### config.mk
export PLATFORM = sky130hd
export DESIGN_NAME = pced_top
export DESIGN_NICKNAME = d
export VERILOG_FILES = /design/src/logic/pced_pkg.sv /design/src/logic/pced_edge_if.sv /design/src/logic/pced_sync_edge.sv /design/src/logic/pced_top.sv
export VERILOG_INCLUDE_DIRS = /design/src /design/src/logic
export SDC_FILE = /design/constraint.sdc
export NUM_CORES = 1
export LEC_CHECK = 0
export BUFFER_PORTS_ARGS = -buffer_cell sky130_fd_sc_hd__buf_4
export CORE_ASPECT_RATIO = 2
export CORE_MARGIN = 3
export CORE_UTILIZATION = 49
export DETAILED_ROUTE_END_ITERATION = 8
export HOLD_SLACK_MARGIN = 0.08
export PLACE_DENSITY_LB_ADDON = 0.1
export SKIP_LAST_GASP = 1
export SLEW_MARGIN = 5
export SYNTH_ARGS = -nofsm -noshare
export SYNTH_HDL_FRONTEND = slang
export SYNTH_SLANG_ARGS = --single-unit
### constraint.sdc
create_clock -name clk_sys -period 3.3 [get_ports clk_sys]
set_input_delay 0.33 -clock clk_sys [delete_from_list [all_inputs] [get_ports clk_sys]]
set_output_delay 0.33 -clock clk_sys [all_outputs]
set_load 0.03 [all_outputs]
### src/logic/pced_params.svh
/*
 * Offsets, field positions and reset values of the pin change edge detector.
 * Assumes inclusion by bare name from the package and the pced_top module.
 */
`ifndef PCED_PARAMS_SVH
`define PCED_PARAMS_SVH

`define PCED_OFS_RISE_EN      4'h0
`define PCED_OFS_FALL_EN      4'h1
`define PCED_OFS_FLAG         4'h2
`define PCED_OFS_IRQ_CTRL     4'h3
`define PCED_OFS_IRQ_STAT     4'h4
`define PCED_OFS_IRQ_MASK     4'h5
`define PCED_ADR_LSB          2
`define PCED_ADR_MSB          5
`define PCED_IMPL_BITS        6
`define PCED_REG_BITS         8
`define PCED_RST_EN           6'h00
`define PCED_RST_FLAG         6'h00
`define PCED_RST_CTRL         1'b0
`define PCED_CTRL_IRQ_EN_BIT  0
`define PCED_CTRL_SUMMARY_BIT 1
`define PCED_EV_RISE_BIT      0
`define PCED_EV_FALL_BIT      1
`define PCED_EV_BITS          2
`define PCED_RST_EV           2'h0

`endif

### src/logic/pced_pkg.sv
/*
 * Types shared by the edge detector modules.
 * Assumes the parameter header is on the include path.
 */
package pced_pkg;
    `include "pced_params.svh"

    typedef enum logic [1:0] {
        PCED_BUS_IDLE = 2'b01,
        PCED_BUS_ACK  = 2'b10
    } pced_bus_state_t;

    typedef logic [`PCED_IMPL_BITS-1:0] pced_pins_t;
endpackage

### src/logic/pced_edge_if.sv
/*
 * Carries synchronised pin edges from the detector to the register file.
 * Assumes both ends run on clk_sys.
 */
interface pced_edge_if #(
    parameter int NPINS = 6
);
    logic [NPINS-1:0] rise_hit;
    logic [NPINS-1:0] fall_hit;

    modport src (output rise_hit, output fall_hit);
    modport dst (input rise_hit, input fall_hit);
endinterface

### src/logic/pced_sync_edge.sv
/*
 * Two flip-flop synchroniser and edge finder for each pin.
 * Assumes pins are asynchronous to clk_sys.
 */
module pced_sync_edge
    import pced_pkg::*;
#(
    parameter int NPINS = 6
) (
    input  wire logic             clk_sys,
    input  wire logic             reset,
    input  wire logic [NPINS-1:0] pin_in,
    pced_edge_if.src              edges
);
    logic [NPINS-1:0] meta_r;
    logic [NPINS-1:0] sync_r;
    logic [NPINS-1:0] prev_r;

    always_ff @(posedge clk_sys or posedge reset) begin
        if (reset) begin
            meta_r <= '0;
            sync_r <= '0;
        end else begin
            meta_r <= pin_in;
            sync_r <= meta_r;
        end
    end

    always_ff @(posedge clk_sys or posedge reset) begin
        if (reset) begin
            prev_r <= '0;
        end else begin
            prev_r <= sync_r;
        end
    end

    assign edges.rise_hit = sync_r & ~prev_r;
    assign edges.fall_hit = ~sync_r & prev_r;
endmodule

### src/logic/pced_top.sv
/*
 * Pin change edge detector with Wishbone classic register slave.
 * Assumes a synchronous Wishbone master on clk_sys and asynchronous pins.
 */
`include "pced_params.svh"

module pced_top
    import pced_pkg::*;
#(
    parameter int NPINS = 6
) (
    input  wire logic             clk_sys,
    input  wire logic             reset,
    input  wire logic [NPINS-1:0] pin_in,
    input  wire logic             cyc_i,
    input  wire logic             stb_i,
    input  wire logic             we_i,
    input  wire logic [31:0]      adr_i,
    input  wire logic [3:0]       sel_i,
    input  wire logic [31:0]      dat_i,
    output logic      [31:0]      dat_o,
    output logic                  ack_o,
    output logic                  irq_o
);
    // Refuse any pin count other than the six implemented bits
    if (NPINS != `PCED_IMPL_BITS) begin : g_npins_chk
        $error("NPINS must equal the implemented pin count");
    end

    pced_edge_if #(.NPINS(NPINS)) edges ();

    pced_sync_edge #(.NPINS(NPINS)) u_sync (
        .clk_sys (clk_sys),
        .reset   (reset),
        .pin_in  (pin_in),
        .edges   (edges)
    );

    pced_bus_state_t         bus_r;
    logic [NPINS-1:0]        rise_en_r;
    logic [NPINS-1:0]        fall_en_r;
    logic [NPINS-1:0]        flag_r;
    logic [NPINS-1:0]        flag_nxt;
    logic [NPINS-1:0]        new_hit;
    logic                    irq_en_r;
    logic [`PCED_EV_BITS-1:0] ev_stat_r;
    logic [`PCED_EV_BITS-1:0] ev_mask_r;
    logic                    summary;
    logic                    wr_stb;
    logic                    rd_stb;
    logic [3:0]              reg_idx;
    logic [31:0]             rd_data;

    function automatic logic hit(input logic [3:0] idx, input logic [3:0] ofs);
        hit = (idx == ofs);
    endfunction

    assign reg_idx = adr_i[`PCED_ADR_MSB:`PCED_ADR_LSB];
    assign wr_stb  = cyc_i && stb_i && we_i && (bus_r == PCED_BUS_IDLE) && sel_i[0];
    assign rd_stb  = cyc_i && stb_i && (bus_r == PCED_BUS_IDLE);

    // One wait state, ack dropped after one cycle
    always_ff @(posedge clk_sys or posedge reset) begin
        if (reset) begin
            bus_r <= PCED_BUS_IDLE;
        end else begin
            unique case (bus_r)
                PCED_BUS_IDLE: begin
                    if (cyc_i && stb_i) begin
                        bus_r <= PCED_BUS_ACK;
                    end
                end
                PCED_BUS_ACK: begin
                    bus_r <= PCED_BUS_IDLE;
                end
            endcase
        end
    end

    assign ack_o = (bus_r == PCED_BUS_ACK);

    always_ff @(posedge clk_sys or posedge reset) begin
        if (reset) begin
            rise_en_r <= `PCED_RST_EN;
            fall_en_r <= `PCED_RST_EN;
        end else if (wr_stb) begin
            if (hit(reg_idx, `PCED_OFS_RISE_EN)) begin
                rise_en_r <= dat_i[NPINS-1:0];
            end
            if (hit(reg_idx, `PCED_OFS_FALL_EN)) begin
                fall_en_r <= dat_i[NPINS-1:0];
            end
        end
    end

    assign new_hit = (edges.rise_hit & rise_en_r) | (edges.fall_hit & fall_en_r);

    always_comb begin
        flag_nxt = flag_r;
        if (wr_stb && hit(reg_idx, `PCED_OFS_FLAG)) begin
            flag_nxt = dat_i[NPINS-1:0];
        end
        flag_nxt = flag_nxt | new_hit;
    end

    always_ff @(posedge clk_sys or posedge reset) begin
        if (reset) begin
            flag_r <= `PCED_RST_FLAG;
        end else begin
            flag_r <= flag_nxt;
        end
    end

    always_ff @(posedge clk_sys or posedge reset) begin
        if (reset) begin
            irq_en_r <= `PCED_RST_CTRL;
        end else if (wr_stb && hit(reg_idx, `PCED_OFS_IRQ_CTRL)) begin
            irq_en_r <= dat_i[`PCED_CTRL_IRQ_EN_BIT];
        end
    end

    assign summary = |flag_r;

    // Sticky events, write one clears, new event wins
    always_ff @(posedge clk_sys or posedge reset) begin
        if (reset) begin
            ev_stat_r <= `PCED_RST_EV;
        end else begin
            for (int i = 0; i < `PCED_EV_BITS; i++) begin
                if (wr_stb && hit(reg_idx, `PCED_OFS_IRQ_STAT) && dat_i[i]) begin
                    ev_stat_r[i] <= 1'b0;
                end
            end
            if (|(edges.rise_hit & rise_en_r)) begin
                ev_stat_r[`PCED_EV_RISE_BIT] <= 1'b1;
            end
            if (|(edges.fall_hit & fall_en_r)) begin
                ev_stat_r[`PCED_EV_FALL_BIT] <= 1'b1;
            end
        end
    end

    always_ff @(posedge clk_sys or posedge reset) begin
        if (reset) begin
            ev_mask_r <= `PCED_RST_EV;
        end else if (wr_stb && hit(reg_idx, `PCED_OFS_IRQ_MASK)) begin
            ev_mask_r <= dat_i[`PCED_EV_BITS-1:0];
        end
    end

    always_ff @(posedge clk_sys or posedge reset) begin
        if (reset) begin
            irq_o <= 1'b0;
        end else begin
            irq_o <= (irq_en_r && summary) || (|(ev_stat_r & ev_mask_r));
        end
    end

    always_comb begin
        rd_data = 32'h0000_0000;
        unique case (reg_idx)
            `PCED_OFS_RISE_EN:  rd_data[NPINS-1:0] = rise_en_r;
            `PCED_OFS_FALL_EN:  rd_data[NPINS-1:0] = fall_en_r;
            `PCED_OFS_FLAG:     rd_data[NPINS-1:0] = flag_r;
            `PCED_OFS_IRQ_CTRL: begin
                rd_data[`PCED_CTRL_IRQ_EN_BIT]  = irq_en_r;
                rd_data[`PCED_CTRL_SUMMARY_BIT] = summary;
            end
            `PCED_OFS_IRQ_STAT: rd_data[`PCED_EV_BITS-1:0] = ev_stat_r;
            `PCED_OFS_IRQ_MASK: rd_data[`PCED_EV_BITS-1:0] = ev_mask_r;
            default:            rd_data = 32'h0000_0000;
        endcase
    end

    always_ff @(posedge clk_sys or posedge reset) begin
        if (reset) begin
            dat_o <= 32'h0000_0000;
        end else if (rd_stb) begin
            dat_o <= we_i ? 32'h0000_0000 : rd_data;
        end
    end
endmodule

# Yosys cells after proc, flatten, opt, wreduce, memory -nomap -nowiden
# Cells that the tools add are included.
# totals
latch_bits,0
n_memories,0
register_bits,76
output_inout_bits,34
ramBits,0
word_cells,62
rom_bits,0
# op_classes
shift,0
n_bitwise,9
mul,0
n_div,0
mux,10
n_addsub,0
n_lt_le_gt_ge,0
eq_ne,8
reduce_logical,22
# ops
op,n
$and 6x6->6,4
$reduce_or 6->1,3
$logic_and 1x1->1,12
$mux 6,2
$not 6->6,2
$or 6x6->6,2
$pmux 2 s6,1
$pmux 4 s3,1
$eq 4x2->1 const B,2
$eq 4x3->1 const B,2
$eq 4x1->1 const B,1
$logic_not 4->1,1
$mux 1,4
$pmux 2 s2,1
$reduce_and 2->1,2
$reduce_bool 2->1,2
$and 2x2->2,1
$eq 2x1->1 const B,1
$eq 2x2->1 const B,1
$mux 2,1
$ne 2x2->1 const B,1
$reduce_or 2->1,1
$logic_or 1x1->1,1

# Longest topological paths before layout
# Gate-level depths: netlist of the first run.
# logic_depth
ltp_word,8
mapped_depth,5
mapped_depth_nobuf,4

# Modules after synthesis
# A second synthesis of the first run with hierarchy kept.
# unflattened
hier_cells,216
hier_area_um2,2424.8
# by_module_without_submodules
module,cells_each,seq_area_each_um2,n_inst,area_per_inst_um2
pced_top,185,802.0,1,1865.5
pced_sync_edge,31,450.4,1,559.3

# Worst setup path before layout of the first run
# No wires, ideal clock.
# synth_timing
path_type,reg2reg
from,register bus_r[0]
to,register flag_r[2]
stages_incl_launch_ff,5
period_less_slack_ns,1.910
setup_slack_ns,1.390
n_path_buf,0
required_time_ns,3.169
arrival_time_ns,1.779
path_cell_list,dfstp_2 -> nand4b_4 -> nor4_4 -> mux2_2 -> or3_1
# synth_via
elab_chain_len,6
# synth_rtl
element,line_no,text
from (decl),pced_top.sv:39,pced_bus_state_t bus_r;
from (signal assigned),pced_top.sv:65,bus_r <= PCED_BUS_IDLE;
from (signal assigned),pced_top.sv:70,bus_r <= PCED_BUS_ACK;
from (signal assigned),pced_top.sv:74,bus_r <= PCED_BUS_IDLE;
$eq 2x1->1,pced_top.sv:59,assign wr_stb = cyc_i && stb_i && we_i && (bus_r == PCED_BUS_IDLE) && sel_i[0];
$logic_and 1x1->1 (2 in series),pced_top.sv:59,
$logic_and 1x1->1,pced_top.sv:100,"if (wr_stb && hit(reg_idx, `PCED_OFS_FLAG)) begin"
$mux 6,pced_top.sv:100,
$or 6x6->6,pced_top.sv:103,flag_nxt = flag_nxt | new_hit;
net flag_nxt[2],pced_top.sv:43,logic [NPINS-1:0] flag_nxt;
to (signal assigned),pced_top.sv:108,flag_r <= `PCED_RST_FLAG;
to (signal assigned),pced_top.sv:110,flag_r <= flag_nxt;
to (decl),pced_top.sv:42,logic [NPINS-1:0] flag_r;
# The timed path passes the listed nets, and every way through them passes these cells.
# A chain may end at the register's enable or synchronous reset.

# Worst setup path after layout of the first run
# layout_timing
from,register bus_r[0]
to,register rise_en_r[0]
# layout_via
elab_chain_len,4
# layout_rtl
element,line_no,text
$eq 2x1->1,pced_top.sv:59,
$logic_and 1x1->1 (2 in series),pced_top.sv:59,
$reduce_and 2->1 (no line),n/a,
to (signal assigned),pced_top.sv:84,rise_en_r <= `PCED_RST_EN;
to (signal assigned),pced_top.sv:88,rise_en_r <= dat_i[NPINS-1:0];
to (decl),pced_top.sv:40,logic [NPINS-1:0] rise_en_r;
# No other way between the ends.

==> impl_metrics.ini, run 1 <==
[outcome]
status = complete, no violations

[clock_network]
clk_path_buf_depth = 2
clkTransAtPathRegs_ns = 0.08
htreeDepth = 2
cts_setup_buffers = 0
post_cts_resized = 0
root_buffer = clkbuf_8
hold_buffers = 0
cts.sinks = 50
insertion_delay_ns = 0.30
cts_tree = done
cts_buffers = 5

[finish]
syn2layout_area_growth_pct = 12.2
final_cell_mix = 49 x dfrtp_1, 30 x buf_4, 26 x conb_1
num_antenna_cells = 0
final_common_cell = dfrtp_1
instances_no_fill = 287
final_util = 0.570
layout-drive-gt1-share = 0.267
nets = 311

[sta]
fin_crit_sh = 0.630
hold_viol_final = 0
maxSlewHeadroom = 0.329
fin_setup_tns_ns = 0
tightest_slew_ns = 1.00
setup_violations = 0
fin_crit_ns = 2.08
max_freq_mhz = 481
slew_viol_final = 0
rsz0062_at_grt = no
skew_ns = 0.00402

[placement]
gp_congestion = 0.898
port_buffers = 29
hpwl_mm = 3.48
placed_cells = 280

[critical_path]
r2r_end = rise_en_r[0]
cp.arrival_ns = 2.26
end_kind = flop
cp_top_family = simple AND/OR/NAND/NOR gates
worst-path-max-fanout = 11
crit_path_end = rise_en_r[0]
critPathLaunch = bus_r[0]
critical_path_depth = 4
start_kind = flop
slowest_stage = dfstp_2
cpPeakStageDelay_ns = 0.57
r2r_setup_slack_ns = 1.22
path_class = flop to flop
rr_worst_depth = 4
r2r-start = bus_r[0]
cp_cell_sequence = nand4b_4 > or3_4 > nor3_4 > mux2_2
cp_num_buf_inv = 0
cp_data_required_time_ns = 3.48

[logic_synthesis]
synth_cell_types = 41
synthArstFlopShare = 1.00
synthesis.area_um2 = 2340
synth-seq-cells = 50
ys_seq_area_frac = 0.536
syn_area_per_cell_um2 = 11.7
synth_cells = 199
synth_ff_type = dfrtp_1
ys_warn_count = 0
synth_edf_count = 0

[global_routing]
overflow = 0
grt_max_degree = 51
antenna_found_initial = 0
grtUsageTotal = 0.178
grt_pass1_vias = 1620
grt_pass1_wl_mm = 7.35

[pwr]
leakage_nw = 1.27
irDropWorstVdd_uv = 344
power.density_nw_per_um2 = 544

[drt]
wl_mm = 4.50
wl_met1_mm = 1.59
met3_wirelength_um = 223
viasPerCell = 5.33
first_pass_iters = 4
num_vias = 1531
top_layer_used = met4
first_iter_violations = 33
drt.antenna.violating_nets = 0
wl_met2_mm = 2.53
wl_per_cell_um = 15.7
drc_errors = 0

[die]
pin_count = 113
row_count = 35
die-area_um2 = 5680
die_h_um = 104
coreArea_um2 = 4600
initial_core_util = 0.508
die_x_um = 54.8

[run]
cap_viol_max_count = 0

[min_path]
hold_class = input pin to flop
-- cell usage after synthesis, drive strengths merged, types with 2 or more instances --
| master | n | share of area |
|---|---|---|
| dfrtp | 49 | 0.52 |
| a22o | 6 | 0.022 |
| nand2b | 2 | 0.0054 |
| nor2b | 2 | 0.0054 |
| o21ai | 6 | 0.013 |
| nand3 | 3 | 0.0064 |
| nor2 | 15 | 0.027 |
| nand3b | 4 | 0.013 |
| mux2 | 16 | 0.077 |
| a21oi | 3 | 0.0064 |
| nand2 | 17 | 0.027 |
| mux2i | 8 | 0.034 |
| nor3 | 5 | 0.016 |
| nor4 | 6 | 0.022 |
| buf | 28 | 0.090 |
| or3 | 3 | 0.010 |
| inv | 5 | 0.0080 |
| and3b | 4 | 0.015 |
-- through the flow --
| stage | power, W | setup WS (ns) | area, um^2 | hold WS (ns) |
|---|---|---|---|---|
| 6_report | 0.00143 | 1.22 | 2620 | 0.134 |
| 5_1_grt | 0.00149 | 1.14 | 2620 | 0.119 |
| 4_1_cts | 0.00144 | 1.21 | 2620 | 0.121 |
| 3_5_place_dp | 0.00101 | 1.23 | 2510 | 0.335 |
| 3_3_place_gp | 0.000999 | 1.25 | 2510 | 0.333 |
| 2_1_floorplan | 0.000950 | 1.39 | 2430 | 0.331 |
-- registers in the layout, indices dropped and copies added, names as in the netlist --
name           count
u_sync.meta_r      6
ev_mask_r          2
irq_en_r           1
flag_r             6
irq_o              1
dat_o              6
bus_r              2
ev_stat_r          2
rise_en_r          6
u_sync.prev_r      6
fall_en_r          6
u_sync.sync_r      6
-- power by group --
group          total (W)  internal (W)  switching (W)  leakage (nW)
clock           0.000427      0.000242       0.000185        0.0573
combinational   0.000269      0.000107       0.000162         0.589
sequential      0.000729      0.000681      0.0000481         0.624
total            0.00143       0.00103       0.000395          1.27
-- metal layers --
layer | up-vias | GRT usage
li1 | 714 | -
met1 | 758 | 0.185
met2 | 50 | 0.309
met3 | 9 | 0.0273
met4 | 0 | 0.102
met5 | - | 0
-- worst min path at each step --
stage / startpoint / endpoint / slack [ns] / cells past startpoint
2_1_floorplan: u_sync.meta_r[0] / u_sync.sync_r[0] / 0.33 / 0
3_3_place_gp: u_sync.meta_r[5] / u_sync.sync_r[5] / 0.33 / 0
3_5_place_dp: u_sync.meta_r[5] / u_sync.sync_r[5] / 0.33 / 0
4_1_cts: pin_in[2] / u_sync.meta_r[2] / 0.12 / 1
5_1_grt: pin_in[0] / u_sync.meta_r[0] / 0.12 / 1
6_report: pin_in[2] / u_sync.meta_r[2] / 0.13 / 1
-- cell type report --
cell class | count | area [um^2]
clock buffer | 6 | 82.6
tap | 55 | 68.8
clock inverter | 1 | 30.0
sequential | 50 | 1250
inverter | 5 | 18.8
fill | 412 | 1980
timing repair buffer | 30 | 225
multi-input combinational | 140 | 945
-- cell families (layout without fill, tap and decap cells) --
family,Yosys count,count (layout),share of synthesized area
simple gates,67,67,0.175
flops,50,50,0.536
buf+inv,34,42,0.100
mux,25,25,0.121
compound gates,22,22,0.0664
other cells,1,26,0.00160
Note: power is estimated with default switching activity, not from simulation.
==> inputs of run 2 (changes only) <==
--- a/config.mk
+++ b/config.mk
@@ -6,10 +6,11 @@
 export SDC_FILE = /design/constraint.sdc
 export NUM_CORES = 1
 export LEC_CHECK = 0
+export ABC_AREA = 1
 export BUFFER_PORTS_ARGS = -buffer_cell sky130_fd_sc_hd__buf_4
 export CORE_ASPECT_RATIO = 2
 export CORE_MARGIN = 3
-export CORE_UTILIZATION = 49
+export CORE_UTILIZATION = 42
 export DETAILED_ROUTE_END_ITERATION = 8
 export HOLD_SLACK_MARGIN = 0.08
 export PLACE_DENSITY_LB_ADDON = 0.1
==> constraint.sdc (replaced) <==
create_clock -name clk_sys -period 1.8 [get_ports clk_sys]
set_input_delay 0.18 -clock clk_sys [delete_from_list [all_inputs] [get_ports clk_sys]]
set_output_delay 0.18 -clock clk_sys [all_outputs]
set_load 0.03 [all_outputs]
==> impl_metrics.ini, run 2 <==
[global_routing]
grt_max_degree = 21
grt_pass1_wl_mm = 8.14
grtUsageTotal = 0.162
antenna_found_initial = 0
overflow = 0
grt_pass1_vias = 1814

[die]
pin_count = 113
initial_core_util = 0.444
die-area_um2 = 6900
die_x_um = 60.3
row_count = 38
die_h_um = 115
coreArea_um2 = 5560

[critical_path]
cp_top_family = simple AND/OR/NAND/NOR gates
r2r_setup_slack_ns = 0.24
worst-path-max-fanout = 8
r2r-start = bus_r[0]
slowest_stage = dfstp_2
cp_data_required_time_ns = 2.00
cp.arrival_ns = 1.77
path_class = flop to flop
cp_common_cell = nand2_1
cp_num_buf_inv = 1
start_kind = flop
cp_cell_sequence = inv_1 > nor2_4 > nand3_4 > nor2_8 > nand2_1 > nand2_1 > nand3_1
rr_worst_depth = 7
end_kind = flop
r2r_end = flag_r[5]
cpPeakStageDelay_ns = 0.54

[drt]
num_vias = 1814
viasPerCell = 4.71
first_iter_violations = 42
wl_per_cell_um = 13.1
drt.antenna.violating_nets = 0
drc_errors = 0
wl_mm = 5.05
first_pass_iters = 4

[pwr]
power.density_nw_per_um2 = 892
leakage_nw = 1.51
total_power_w = 0.00255
irDropWorstVdd_uv = 841

[logic_synthesis]
yosysTopAreaCellShare = 0.496
synth_cells = 279
ys_seq_area_frac = 0.507
synth-compound-area-share = 0.0628
syn_area_per_cell_um2 = 8.86
synth_top_family_by_area = simple AND/OR/NAND/NOR gates
synth_ff_type = dfrtp_1
synth_xor_xnor_area_share = 0
synth_cell_types = 27
synthSimpleGateAreaFrac = 0.306
synth_common_cells = 80 x nand2_1, 49 x dfrtp_1, 26 x buf_4, 26 x nand3_1, 22 x nor2_1
synth-seq-cells = 50
synthArstFlopShare = 1.00
synthesis.area_um2 = 2470
synth_most_common_cell = nand2_1
synthAdderAreaFrac = 0
synth_edf_count = 0
synthMuxAreaShare = 0
synth_area_leader_cell = dfrtp_1
ys_top_cells_by_area = dfrtp_1 50%, nand2_1 12%, buf_4 7.9%
ys_warn_count = 0

[placement]
hpwl_mm = 3.88
gp_congestion = 0.830
port_buffers = 29

[min_path]
whs_path_depth = 3
hold_start = dat_i[3]
hold_class = input pin to flop
worstHoldEndpoint = flag_r[3]

[clock_network]
insertion_delay_ns = 0.31
cts.sinks = 50
clk_path_buf_depth = 2
root_buffer = clkbuf_8
cts_setup_buffers = 0
htreeDepth = 2
cts_buffers = 5
post_cts_resized = 0
hold_buffers = 9
clkTransAtPathRegs_ns = 0.09
cts_tree = done

[finish]
multi_input_comb_area_um2 = 1010
final_cell_mix = 80 x nand2_1, 49 x dfrtp_1, 32 x buf_4
nets = 403
final_util = 0.515
syn2layout_area_growth_pct = 15.8
final_common_cell = nand2_1
num_antenna_cells = 0
regArea_um2 = 1250
layout-drive-gt1-share = 0.234
n_fill_cell = 577

[outcome]
status = complete, no violations

[sta]
setup_violations = 0
rsz0062_at_grt = no
fin_crit_sh = 0.869
skew_ns = 0.0107
hold_viol_final = 0
slew_viol_final = 0
fin_crit_ns = 1.56
max_freq_mhz = 640
fin_setup_tns_ns = 0

[run]
cap_viol_max_count = 0
run 2: cells by family (layout without fill, tap and decap cells):
logic type,count (synthesis),count (layout)
flip-flops,50,50
other,1,26
buffers and inverters,51,72
AO/OA/AOI/OAI,21,21
AND/OR/NAND/NOR,156,156
run 2: worst max path at each step:
stage	from	endpoint	slack [ns]	depth (start not counted)
after floorplan	bus_r[0]	fall_en_r[0]	0.40	8
final	bus_r[0]	flag_r[5]	0.24	7
after global routing	bus_r[0]	flag_r[2]	0.1	7
after detailed placement	bus_r[0]	flag_r[3]	0.22	7
after CTS	bus_r[0]	flag_r[3]	0.21	7
after global placement	bus_r[0]	flag_r[0]	0.23	7
run 2: per-layer routing:
| layer | wire length (um) | global-route usage | vias up | share of wire |
|---|---|---|---|---|
| li1 | - | - | 921 | - |
| met1 | 1880 | 0.175 | 834 | 0.37 |
| met2 | 2750 | 0.287 | 51 | 0.54 |
| met3 | 267 | 0.0305 | 8 | 0.053 |
| met4 | 146 | 0.0799 | 0 | 0.029 |
| met5 | 0 | 0 | - | 0 |
run 2: worst reg2reg max path: cells and delay by family, from the launching register on:
family        cells  cell delay (ns)
buf+inv           1             0.07
flops             1             0.54
simple gates      6             0.85
run 2: report_power, final:
part           leakage [nW]  internal [W]  total (W)  switching, W
logic                 0.836      0.000154   0.000460      0.000306
registers             0.617       0.00123    0.00131     0.0000752
clock network        0.0579      0.000409   0.000789      0.000380
run 2: area by class of cell:
cell class,count,area share
clock inverter,3,0.0140
inverter,23,0.0302
multi-input combinational,203,0.353
sequential,50,0.437
timing repair buffer,41,0.115
clock buffer,5,0.0240
tap,60,0.0262
run 2: metrics by stage:
step | hold WS, ns | std cells | cell area [um^2] | setup slack, ns
global route | 0.0811 | 385 | 2860 | 0.0995
finish | 0.0844 | 385 | 2860 | 0.236
floorplan | 0.211 | 304 | 2570 | 0.399
global placement | 0.216 | 368 | 2660 | 0.234
CTS | 0.0802 | 385 | 2860 | 0.214
detailed placement | 0.217 | 368 | 2660 | 0.222
